==> src/epd_pkg.sv <==
// Constants shared by the end-of-interrupt and priority-drop block.
// Assumes a 32-bit APB register bus and 8-bit priority values.
package epd_pkg;

	// Register byte offsets.
	localparam logic [11:0] EPD_OFF_CTRL   = 12'h000;
	localparam logic [11:0] EPD_OFF_RPR    = 12'h004;
	localparam logic [11:0] EPD_OFF_APR_S  = 12'h008;
	localparam logic [11:0] EPD_OFF_APR_NS = 12'h00C;
	localparam logic [11:0] EPD_OFF_EOI    = 12'h010;
	localparam logic [11:0] EPD_OFF_AEOI   = 12'h014;

	// Control register fields.
	localparam int EPD_CTRL_ACK  = 0;
	localparam int EPD_CTRL_SEOI = 1;
	localparam int EPD_CTRL_NEOI = 2;
	localparam logic [2:0] EPD_CTRL_RST = 3'h0;

	// End-of-interrupt word fields.
	localparam int EPD_ID_LSB  = 0;
	localparam int EPD_ID_W    = 10;
	localparam int EPD_SRC_LSB = 10;
	localparam int EPD_SRC_W   = 3;

	// Priority values.
	localparam int          EPD_PRIO_W    = 8;
	localparam logic [7:0]  EPD_IDLE_PRIO = 8'hFF;
	localparam logic [7:0]  EPD_NS_THRESH = 8'h80;
	localparam logic [7:0]  EPD_NS_ZERO   = 8'h00;
	localparam logic [9:0]  EPD_SPUR_MIN  = 10'h3FC;
	localparam int          EPD_PPROT_NS  = 1;

	typedef enum logic [1:0] {
		EPD_DROP_NONE = 2'b00,
		EPD_DROP_G0   = 2'b01,
		EPD_DROP_G1   = 2'b10,
		EPD_DROP_ANY  = 2'b11
	} epd_drop_e;

endpackage

==> src/epd_find_if.sv <==
// Carrier between the block and its highest-active-level finder.
// Assumes both ends share pclk; it holds no state.
`timescale 1ns/10ps
interface epd_find_if #(
	parameter int N = 32,
	parameter int W = 5
);
	logic [N-1:0] active;
	logic         found;
	logic [W-1:0] index;

	modport finder (input active, output found, output index);
	modport user   (output active, input found, input index);
endinterface

==> src/epd_find_first.sv <==
// Finds the lowest set bit of an active-priority vector.
// Assumes index 0 is the highest priority level.
`timescale 1ns/10ps
module epd_find_first #(
	parameter int N = 32,
	parameter int W = 5
) (
	epd_find_if.finder f
);
	always_comb begin
		f.found = 1'b0;
		f.index = '0;
		for (int i = N - 1; i >= 0; i--) begin
			if (f.active[i]) begin
				f.found = 1'b1;
				f.index = W'(i);
			end
		end
	end
endmodule

==> src/epd_eoi_ctrl.sv <==
// End-of-interrupt, priority-drop and running-priority logic of one
// processor interface, reached over APB.
// Assumes activations arrive from acknowledge logic on pclk, and the
// group of an identified interrupt is answered combinationally.
//
// Overview of operation
// - With shared ack off, Secure EOI completes Group 0, alias EOI Group 1.
// - Secure split mode governs Secure EOI and alias EOI writes, non-secure mode Non-secure EOI writes.
// - Non-secure EOI with Group 1 highest active drops highest Group 1 level.
// - Non-secure EOI never changes active Group 0 priority levels.
// - Secure EOI with shared ack off drops highest Group 0 level.
// - Secure EOI with shared ack on drops the single highest level.
// - Without security support every access behaves as Secure.
// - Split mode off deactivates per group, security and shared ack.
// - Split mode on only drops priority; the interrupt stays active.
// - Running priority sits in bits 7:0, upper bits read zero.
// - With nothing active running priority and Secure reads give the idle value.
// - Non-secure read gives zero below 0x80, else the shifted view.
// - Unimplemented low priority bits read as zero unless nothing is active.
// - EOI writes naming a spurious identifier are ignored.
`timescale 1ns/10ps
module epd_eoi_ctrl
	import epd_pkg::*;
#(
	parameter bit SECURITY  = 1'b1,
	parameter int PRIO_BITS = 5
) (
	// Clock, reset and enable.
	input  wire logic                 pclk,
	input  wire logic                 presetn,
	input  wire logic                 ce,
	// APB slave.
	input  wire logic                 psel,
	input  wire logic                 penable,
	input  wire logic                 pwrite,
	input  wire logic [11:0]          paddr,
	input  wire logic [31:0]          pwdata,
	input  wire logic [2:0]           pprot,
	output logic      [31:0]          prdata,
	output logic                      pready,
	output logic                      pslverr,
	// Activation from the acknowledge logic.
	input  wire logic                 act_valid,
	input  wire logic [7:0]           act_prio,
	input  wire logic                 act_group1,
	// Group lookup for the identified interrupt.
	output logic      [EPD_ID_W-1:0]  query_id,
	input  wire logic                 query_group1,
	// Deactivation towards the distributor.
	output logic                      deact_valid,
	output logic      [EPD_ID_W-1:0]  deact_id,
	output logic      [EPD_SRC_W-1:0] deact_src,
	// Running priority for the rest of the interface.
	output logic      [7:0]           running_prio
);

	localparam int LEVELS = 1 << PRIO_BITS;
	localparam int LSH    = EPD_PRIO_W - PRIO_BITS;

	// Priority level back to an 8-bit value, unimplemented bits zero.
	function automatic logic [7:0] lvl_to_prio(
		input logic [PRIO_BITS-1:0] lvl
	);
		logic [7:0] p;
		p = 8'({lvl, {LSH{1'b0}}});
		return p;
	endfunction

	function automatic logic [LEVELS-1:0] onehot(
		input logic [PRIO_BITS-1:0] lvl
	);
		logic [LEVELS-1:0] v;
		v = '0;
		v[lvl] = 1'b1;
		return v;
	endfunction

	logic [2:0]        ctrl_q, ctrl_d;
	logic [LEVELS-1:0] apr_s_q, apr_s_d;
	logic [LEVELS-1:0] apr_ns_q, apr_ns_d;
	logic [31:0]       rdata_q, rdata_d;
	logic              deact_q;
	logic [EPD_ID_W-1:0]  deact_id_q;
	logic [EPD_SRC_W-1:0] deact_src_q;

	// Finders for the highest active level of each group.
	epd_find_if #(.N(LEVELS), .W(PRIO_BITS)) f0 ();
	epd_find_if #(.N(LEVELS), .W(PRIO_BITS)) f1 ();
	assign f0.active = apr_s_q;
	assign f1.active = apr_ns_q;
	epd_find_first #(.N(LEVELS), .W(PRIO_BITS)) u_find0 (.f(f0));
	epd_find_first #(.N(LEVELS), .W(PRIO_BITS)) u_find1 (.f(f1));

	// Access decode.
	wire logic ns_acc   = SECURITY && pprot[EPD_PPROT_NS];
	wire logic setup    = psel && !penable;
	wire logic wr_take  = ce && psel && penable && pwrite;
	wire logic hit_ctrl = paddr == EPD_OFF_CTRL;
	wire logic hit_rpr  = paddr == EPD_OFF_RPR;
	wire logic hit_aprs = paddr == EPD_OFF_APR_S;
	wire logic hit_aprn = paddr == EPD_OFF_APR_NS;
	wire logic hit_eoi  = paddr == EPD_OFF_EOI;
	wire logic hit_aeoi = paddr == EPD_OFF_AEOI;
	wire logic mapped   = hit_ctrl || hit_rpr || hit_aprs || hit_aprn ||
	                      hit_eoi || hit_aeoi;

	wire logic shared   = ctrl_q[EPD_CTRL_ACK];
	// Non-secure accesses see only their own split-mode bit.
	wire logic split    = ns_acc ? ctrl_q[EPD_CTRL_NEOI]
	                             : ctrl_q[EPD_CTRL_SEOI];

	// The EOI word: identifier and source core field.
	wire logic [EPD_ID_W-1:0]  wr_id  = pwdata[EPD_ID_LSB +: EPD_ID_W];
	wire logic [EPD_SRC_W-1:0] wr_src = pwdata[EPD_SRC_LSB +: EPD_SRC_W];
	wire logic spurious = wr_id >= EPD_SPUR_MIN;
	// An alias EOI is Secure-only; a Non-secure one is dropped.
	wire logic alias_ok = hit_aeoi && !ns_acc;
	wire logic eoi_take = wr_take && !spurious && (hit_eoi || alias_ok);
	assign query_id = wr_id;

	// Highest active level overall; a tie goes to Group 0.
	wire logic g1_top = f1.found && (!f0.found || f1.index < f0.index);

	// Which group loses its highest level.
	epd_drop_e drop;
	always_comb begin
		drop = EPD_DROP_NONE;
		if (ns_acc) begin
			if (g1_top) begin
				drop = EPD_DROP_G1;
			end
			// Otherwise Group 0 levels stay untouched.
		end else if (hit_aeoi) begin
			drop = EPD_DROP_G1;
		end else if (!shared) begin
			drop = EPD_DROP_G0;
		end else begin
			drop = EPD_DROP_ANY;
		end
	end

	wire logic clr_g0 = eoi_take && f0.found &&
	                    (drop == EPD_DROP_G0 ||
	                     (drop == EPD_DROP_ANY && !g1_top));
	wire logic clr_g1 = eoi_take && f1.found &&
	                    (drop == EPD_DROP_G1 ||
	                     (drop == EPD_DROP_ANY && g1_top));

	// Deactivation; the unpredictable Secure Group 1 case is ignored.
	wire logic deact_ok =
		ns_acc ? query_group1 :
		hit_aeoi ? query_group1 :
		(!query_group1 || shared);
	wire logic deact_now = eoi_take && !split && deact_ok;

	// New activations win over a drop of the same level in one cycle.
	wire logic [LEVELS-1:0] set_vec =
		onehot(act_prio[EPD_PRIO_W-1 -: PRIO_BITS]);
	always_comb begin
		apr_s_d  = apr_s_q;
		apr_ns_d = apr_ns_q;
		if (clr_g0) begin
			apr_s_d = apr_s_d & ~onehot(f0.index);
		end
		if (clr_g1) begin
			apr_ns_d = apr_ns_d & ~onehot(f1.index);
		end
		if (act_valid && !act_group1) begin
			apr_s_d = apr_s_d | set_vec;
		end
		if (act_valid && act_group1) begin
			apr_ns_d = apr_ns_d | set_vec;
		end
	end

	// Running priority from the current bookkeeping.
	wire logic [PRIO_BITS-1:0] top_lvl = g1_top ? f1.index : f0.index;
	wire logic                 any_act = f0.found || f1.found;
	wire logic [7:0] rpr_val = any_act ? lvl_to_prio(top_lvl)
	                                   : EPD_IDLE_PRIO;
	wire logic [7:0] rpr_ns  = (rpr_val < EPD_NS_THRESH) ? EPD_NS_ZERO
	                         : 8'(rpr_val << 1);
	assign running_prio = rpr_val;

	// Control writes; Non-secure writes reach only their own bit.
	always_comb begin
		ctrl_d = ctrl_q;
		if (wr_take && hit_ctrl) begin
			if (ns_acc) begin
				ctrl_d[EPD_CTRL_NEOI] = pwdata[EPD_CTRL_NEOI];
			end else begin
				ctrl_d = pwdata[2:0];
			end
		end
	end

	// Read data is captured in setup so the answer comes from a flop.
	always_comb begin
		rdata_d = '0;
		if (hit_ctrl) begin
			rdata_d[2:0] = ns_acc ? (ctrl_q & 3'(1 << EPD_CTRL_NEOI))
			                      : ctrl_q;
		end else if (hit_rpr) begin
			rdata_d[7:0] = ns_acc ? rpr_ns : rpr_val;
		end else if (hit_aprs && !ns_acc) begin
			rdata_d[LEVELS-1:0] = apr_s_q;
		end else if (hit_aprn) begin
			rdata_d[LEVELS-1:0] = apr_ns_q;
		end
	end

	always_ff @(posedge pclk or negedge presetn) begin
		if (!presetn) begin
			ctrl_q      <= EPD_CTRL_RST;
			apr_s_q     <= '0;
			apr_ns_q    <= '0;
			rdata_q     <= '0;
			deact_q     <= 1'b0;
			deact_id_q  <= '0;
			deact_src_q <= '0;
		end else if (ce) begin
			ctrl_q      <= ctrl_d;
			apr_s_q     <= apr_s_d;
			apr_ns_q    <= apr_ns_d;
			deact_q     <= deact_now;
			if (setup && !pwrite) begin
				rdata_q <= rdata_d;
			end
			if (deact_now) begin
				deact_id_q  <= wr_id;
				deact_src_q <= wr_src;
			end
		end
	end

	// Zero wait states; a frozen block holds the master off.
	assign pready      = ce;
	assign pslverr     = psel && penable && !mapped;
	assign prdata      = rdata_q;
	assign deact_valid = deact_q;
	assign deact_id    = deact_id_q;
	assign deact_src   = deact_src_q;

endmodule

==> config.mk <==
export PLATFORM = sky130hd
export DESIGN_NAME = epd_eoi_ctrl
export DESIGN_NICKNAME = d
export VERILOG_FILES = /design/src/epd_pkg.sv /design/src/epd_find_if.sv /design/src/epd_find_first.sv /design/src/epd_eoi_ctrl.sv
export SDC_FILE = /design/constraint.sdc
export NUM_CORES = 1
export LEC_CHECK = 0
export ABC_AREA = 1
export BUFFER_PORTS_ARGS = -buffer_cell sky130_fd_sc_hd__buf_2
export CORE_AREA = 4 4 102 128
export DETAILED_ROUTE_END_ITERATION = 8
export DIE_AREA = 0 0 106 132
export GPL_ROUTABILITY_DRIVEN = 0
export PLACE_DENSITY_LB_ADDON = 0.05
export SYNTH_ARGS = -nofsm -noshare
export SYNTH_HDL_FRONTEND = slang
export SYNTH_SLANG_ARGS = --single-unit
export TNS_END_PERCENT = 10
==> constraint.sdc <==
create_clock -name pclk -period 7.4 [get_ports pclk]
set_input_delay 0.37 -clock pclk [delete_from_list [all_inputs] [get_ports pclk]]
set_output_delay 0.37 -clock pclk [all_outputs]
set_load 0.02 [all_outputs]
Word-level counts from Yosys, hierarchy flattened
Cells that the tools add are included. Widths: inputs -> output; s select.

Flip-flop bits (word level): 113. Input bits: 64. Output and inout port bits: 66. Logic and storage cells: 240.

Magnitude comparators: 9. Equal/unequal tests: 8. Multiplexer cells: 156. Bitwise gates (word level): 7. Reductions and logical operators: 52.

Operators with widths (number): $mux 5 (65); $mux 32 (6); $mux 1 (70); $and 32x32->32 (2); $not 32->32 (2); $or 32x32->32 (2); $mux 8 (4); $mux 29 (1); $logic_and 1x1->1 (26); $eq 12x4->1 const B (2); $eq 12x5->1 const B (2); $mux 24 (1); $lt 5x6->1 const B (3); $demux 1 s5 (3); $ge 5x1->1 const B (3); $eq 12x3->1 const B (1); $logic_not 12->1 (1); $logic_or 1x1->1 (11); $ge 10x10->1 const B (1); $logic_not 1->1 (10); $mux 2 (5); $lt 8x8->1 const B (1); $reduce_and 2->1 (3); $lt 5x5->1 (1); 5 further kinds (6).

Depth between registers and ports, before layout
Depth in word-level cells: 44. Depth in mapped cells: 44. Gate-level depth less buffers: 43.

By module
A second synthesis with hierarchy kept.

Cells, all modules: 1176. Area, all modules: 7521.0 um^2.

By module, submodules not included: epd_eoi_ctrl (instances 1, cells an instance 962, area each 6635.1 um^2); epd_find_first (instances 2, cells an instance 107, area each 442.9 um^2).

Worst setup path after synthesis
Ideal clock, no wire load.

Kind: register to register. Start: reg apr_ns_q[31]. End: reg rdata_q[3] (netlist: prdata[3]). Library setup time: 118 ps. Data arrival time: 3095 ps. Required time: 7282 ps. Slack: 4187 ps. Stages on the path, launching flop included: 30. Path buffers: 0. Clock period less this slack: 3213 ps. Cells stage by stage: dfrtp_1 > nor2_1 > inv_1 > a311oi_1 > o31ai_1 > o21ai_0 > nand2_1 > nand2_1 > nand2_1 > nand2_1 > nand2_1 > nand2_1 > nand2_1 > nand2_1 > nand2_1 > o21ai_0 > inv_1 > ha_1 > a21oi_1 > nor2_1 > a211oi_1 > nand2_2 > nand2_4 > nand2_4 > nand2_1 > nand3_1 > o21ai_0 > nand2_1 > nand3_1 > nand2_1.

Longest elaborated chain between the ends: 42.

Ends and longest elaborated chain: from (decl) (line epd_eoi_ctrl.sv:80) `logic [LEVELS-1:0] apr_ns_q, apr_ns_d;`; from (signal assigned) (line epd_eoi_ctrl.sv:224) `apr_ns_q <= apr_ns_d;`; $mux 5 (32 in series) (line epd_find_first.sv:14) `if (f.active[i]) begin`; $lt 5x5->1 (line epd_eoi_ctrl.sv:122) `wire logic g1_top = f1.found && (!f0.found || f1.index < f0.index);`; $logic_or 1x1->1 (line epd_eoi_ctrl.sv:122); $logic_and 1x1->1 (line epd_eoi_ctrl.sv:122); $mux 5 (line epd_eoi_ctrl.sv:177) `wire logic [PRIO_BITS-1:0] top_lvl = g1_top ? f1.index : f0.index;`; $mux 8 * (line epd_eoi_ctrl.sv:179) `wire logic [7:0] rpr_val = any_act ? lvl_to_prio(top_lvl)`; named net running_prio[3] (line epd_eoi_ctrl.sv:54) `output logic [7:0] running_prio`; $lt 8x8->1 (line epd_eoi_ctrl.sv:181) `wire logic [7:0] rpr_ns = (rpr_val < EPD_NS_THRESH) ? EPD_NS_ZERO`; $mux 8 (line epd_eoi_ctrl.sv:181); $mux 8 * (line epd_eoi_ctrl.sv:204) `rdata_d[7:0] = ns_acc ? rpr_ns : rpr_val;`; $mux 8 * (line epd_eoi_ctrl.sv:203) `end else if (hit_rpr) begin`; $mux 29 * (line epd_eoi_ctrl.sv:200) `if (hit_ctrl) begin`; to (signal assigned) (line epd_eoi_ctrl.sv:227) `rdata_q <= rdata_d;`; to (decl) (line epd_eoi_ctrl.sv:81) `logic [31:0] rdata_q, rdata_d;`.

Mark *: on every way through the listed nets, which the timed path passes. The rest lies on a longest branch. A chain may end at the register's enable or synchronous reset.

Worst setup path in the final report
Start: reg apr_ns_q[31]. End: reg apr_s_q[7].

Longest elaborated chain between the ends: 44.

Ends and longest elaborated chain: $mux 5 (32 in series) (line epd_find_first.sv:14); $lt 5x5->1 (line epd_eoi_ctrl.sv:122); $logic_or 1x1->1 (line epd_eoi_ctrl.sv:122); $logic_and 1x1->1 * (line epd_eoi_ctrl.sv:122); $mux 2 (line epd_eoi_ctrl.sv:129) `if (g1_top) begin`; $mux 2 (line epd_eoi_ctrl.sv:128) `if (ns_acc) begin`; $eq 2x2->1 (line epd_eoi_ctrl.sv:144) `(drop == EPD_DROP_ANY && !g1_top));`; $logic_and 1x1->1 (line epd_eoi_ctrl.sv:144); $logic_or 1x1->1 * (line epd_eoi_ctrl.sv:143) `(drop == EPD_DROP_G0 ||`; $logic_and 1x1->1 * (line epd_eoi_ctrl.sv:142) `wire logic clr_g0 = eoi_take && f0.found &&`; $mux 32 * (line epd_eoi_ctrl.sv:162) `if (clr_g0) begin`; $or 32x32->32 (line epd_eoi_ctrl.sv:169) `apr_s_d = apr_s_d | set_vec;`; $mux 32 * (line epd_eoi_ctrl.sv:168) `if (act_valid && !act_group1) begin`; to (signal assigned) (line epd_eoi_ctrl.sv:223) `apr_s_q <= apr_s_d;`; to (decl) (line epd_eoi_ctrl.sv:79) `logic [LEVELS-1:0] apr_s_q, apr_s_d;`.

Mark *: on every way between the ends. The rest lies on a longest branch, timed or not.

==> flow_metrics.py <==
metrics = {
    "flow_run": {
        "maxCapViolCount": 0,
    },
    "yosys": {
        "synth_seq_cells": 113,
        "synth-edff-count": 0,
        "synth_cells": 1042,
        "syn-cell-area_sq_um": 7120,
        "ys_seq_area_frac": 0.397,
        "avgSynthCellArea_sq_um": 6.83,
        "synth_fp_nets": 1110,
        "synth_cell_types": 34,
        "async_reset_ff_frac": 1.00,
        "ys.warnings.count": 0,
        "synth_ff_type": "dfrtp_1",
    },
    "sta": {
        "period_needed_ns": 4.59,
        "setup_viol": 0,
        "tightest_slew_ns": 1.16,
        "fmax_mhz": 218,
        "skew_ns": 0.0102,
        "period_share": 0.620,
        "maxSlewHeadroom": 0.227,
        "hold-worst-slack_ns": 0.181,
        "rsz0062_at_grt": "false",
        "drv_slew": 0,
        "fin_setup_tns_ns": 0,
        "hold_viol": 0,
    },
    "critical_path": {
        "cpPeakStageDelay_ns": 0.77,
        "cp.required_ns": 7.63,
        "slowest_stage": "nand2_2",
        "crit_arrival_ns": 4.81,
        "crit_top_cell": "nand2_1",
        "cp_num_buf_inv": 2,
        "cp_top_family": "simple AND/OR/NAND/NOR gates",
        "worstSetupPathType": "register to register",
        "r2r_slack_ns": 2.81,
        "critPathLaunchType": "register",
        "critPathMaxFanout": 63,
        "critPathCaptureType": "register",
    },
    "floorplanning": {
        "coreArea_sq_um": 11900,
        "die_h_microns": 132,
        "dieArea_sq_um": 14000,
        "die-width_microns": 106,
        "io_pins": 130,
        "rows": 45,
        "initial_core_util": 0.596,
    },
    "route": {
        "wire_per_inst_microns": 16.4,
        "drc_errors": 0,
        "vias_per_cell": 5.60,
        "drtIter0Drc": 590,
        "drt_wl_total_microns": 21400,
        "vias": 7315,
        "firstDrtPassIters": 6,
        "ant_nets": 0,
    },
    "finish": {
        "layout_common_cells": "nand2_1 (319), inv_1 (156), o21ai_0 (122)",
        "diodes": 0,
        "final_common_cell": "nand2_1",
        "fin_nets": 1197,
        "finalInstanceArea_sq_um": 8260,
        "drive_gt1_frac": 0.143,
        "area_growth_pct": 16.1,
        "layout.cells.non_filler": 1306,
        "post-route-util": 0.692,
    },
    "grt": {
        "grt_overflow": 0,
        "grt_pass1_wl_microns": 35200,
        "grt_max_degree": 72,
        "grtUsageTotal": 0.318,
        "grt_antenna_before_repair": 0,
        "first_global_vias": 7011,
    },
    "power_and_ir_drop": {
        "ir_drop_mv": 0.176,
        "leakagePower_nw": 4.13,
        "cellPowerDensity_nw_per_um2": 269,
    },
    "placement": {
        "hpwl_microns": 15100,
        "port-buffer-count": 105,
        "dp.cells": 1273,
        "dpl_cell_area_sq_um": 7630,
    },
    "clock_network": {
        "post_cts_buffers": 0,
        "htree_levels": 4,
        "cts_made_buffers": 17,
        "clkLatencyLatePin_ns": 0.42,
        "cts_tree": "built",
        "cts_max_path_buffers": 2,
        "path_clk_slew_ns": 0.06,
        "clock-sinks": 113,
        "cts-root-buf": "clkbuf_16",
    },
    "outcome": {
        "status": "completed",
    },
    "worst_hold_path": {
        "hp-class": "input port to register",
    },
}
## sequential cells by signal, indices dropped and copies added (netlist names)
signal / cells
apr_ns_q: 32
prdata: 32
apr_s_q: 32
deact_id: 10
deact_src: 3
deact_valid: 1
ctrl_q: 3
## cells by family after synthesis
kind of cell / share of synthesized area
adders and majority gates: 0.00703
and+or+nand+nor: 0.310
AOI/OAI and AO/OA: 0.151
DFF: 0.397
buffers and inverters: 0.120
muxes: 0.0142
## where the power goes
group | switching (mW) | internal, mW
clock | 0.313 | 0.556
combinational | 0.455 | 0.177
sequential | 0.0521 | 0.665
total | 0.821 | 1.40
## per-layer routing
| metal | GRT usage | wire length (microns) | part of all wire | vias to the layer above |
|---|---|---|---|---|
| li1 | - | - | - | 3541 |
| met1 | 0.396 | 8390 | 0.39 | 3370 |
| met2 | 0.522 | 10300 | 0.48 | 326 |
| met3 | 0.0676 | 1590 | 0.074 | 78 |
| met4 | 0.161 | 1120 | 0.052 | 0 |
| met5 | 0 | 0 | 0 | - |
## worst reg2reg max path: cells and delay by family (launching register included)
| kind | cells | cell delay [ns] |
|---|---|---|
| simple gates | 17 | 1.88 |
| compound gates | 7 | 1.66 |
| flops | 1 | 0.40 |
| fa+ha+maj | 1 | 0.22 |
| buf+inv | 2 | 0.21 |
## final cells by class
type | count | area, sq um
timing repair buffer | 110 | 568
clock buffer | 20 | 467
tap | 164 | 205
multi-input combinational | 727 | 3440
clock inverter | 12 | 156
fill | 1097 | 3670
sequential | 113 | 2830
inverter | 160 | 601
## what timing repair did
item,4_1_cts,5_1_grt
hold endpoints to repair,42,0
gates resized for setup,0,0
hold buffers,1,0
## synth_stat cells, types with 2 or more instances
cell type | instances | share of area
dfrtp_1 | 113 | 0.40
nand4_1 | 10 | 0.0088
inv_1 | 156 | 0.082
clkbuf_1 | 20 | 0.011
nor2_1 | 102 | 0.054
buf_6 | 3 | 0.0047
ha_1 | 4 | 0.0070
o22ai_1 | 6 | 0.0053
mux2_2 | 9 | 0.014
a21oi_1 | 7 | 0.0049
nand3_1 | 65 | 0.046
nor3_1 | 18 | 0.013
o221ai_1 | 32 | 0.039
a2111oi_0 | 2 | 0.0025
buf_4 | 19 | 0.020
nand2_4 | 3 | 0.0047
o31ai_1 | 3 | 0.0032
nor4_1 | 9 | 0.0079
nand2_1 | 319 | 0.17
nand2_2 | 4 | 0.0035
inv_2 | 3 | 0.0016
o21ai_0 | 122 | 0.086
a311oi_1 | 2 | 0.0025
## final timing paths
check | depth (start not counted) | to | start
max reg2reg | 27 | apr_s_q[7]$_DFFE_PN0P_ | apr_ns_q[31]$_DFFE_PN0P_
min in group asynchronous | 2 | prdata[11]$_DFFE_PN0P_ | presetn
min | 2 | deact_src[2]$_DFFE_PN0P_ | pwdata[12]
max in group asynchronous | 3 | apr_s_q[1]$_DFFE_PN0P_ | presetn
max | 27 | apr_s_q[7]$_DFFE_PN0P_ | apr_ns_q[31]$_DFFE_PN0P_
min reg2reg | 2 | apr_ns_q[23]$_DFFE_PN0P_ | apr_ns_q[23]$_DFFE_PN0P_
## per-stage QoR
step           worst slack, ns  power, mW
6_report                  2.81       2.22
5_1_grt                   2.37       2.32
2_1_floorplan             4.19       1.14
3_3_place_gp              3.08       1.33
4_1_cts                   2.89       2.20
3_5_place_dp              3.00       1.34
No activity file was read; power rests on OpenSTA's default activity.
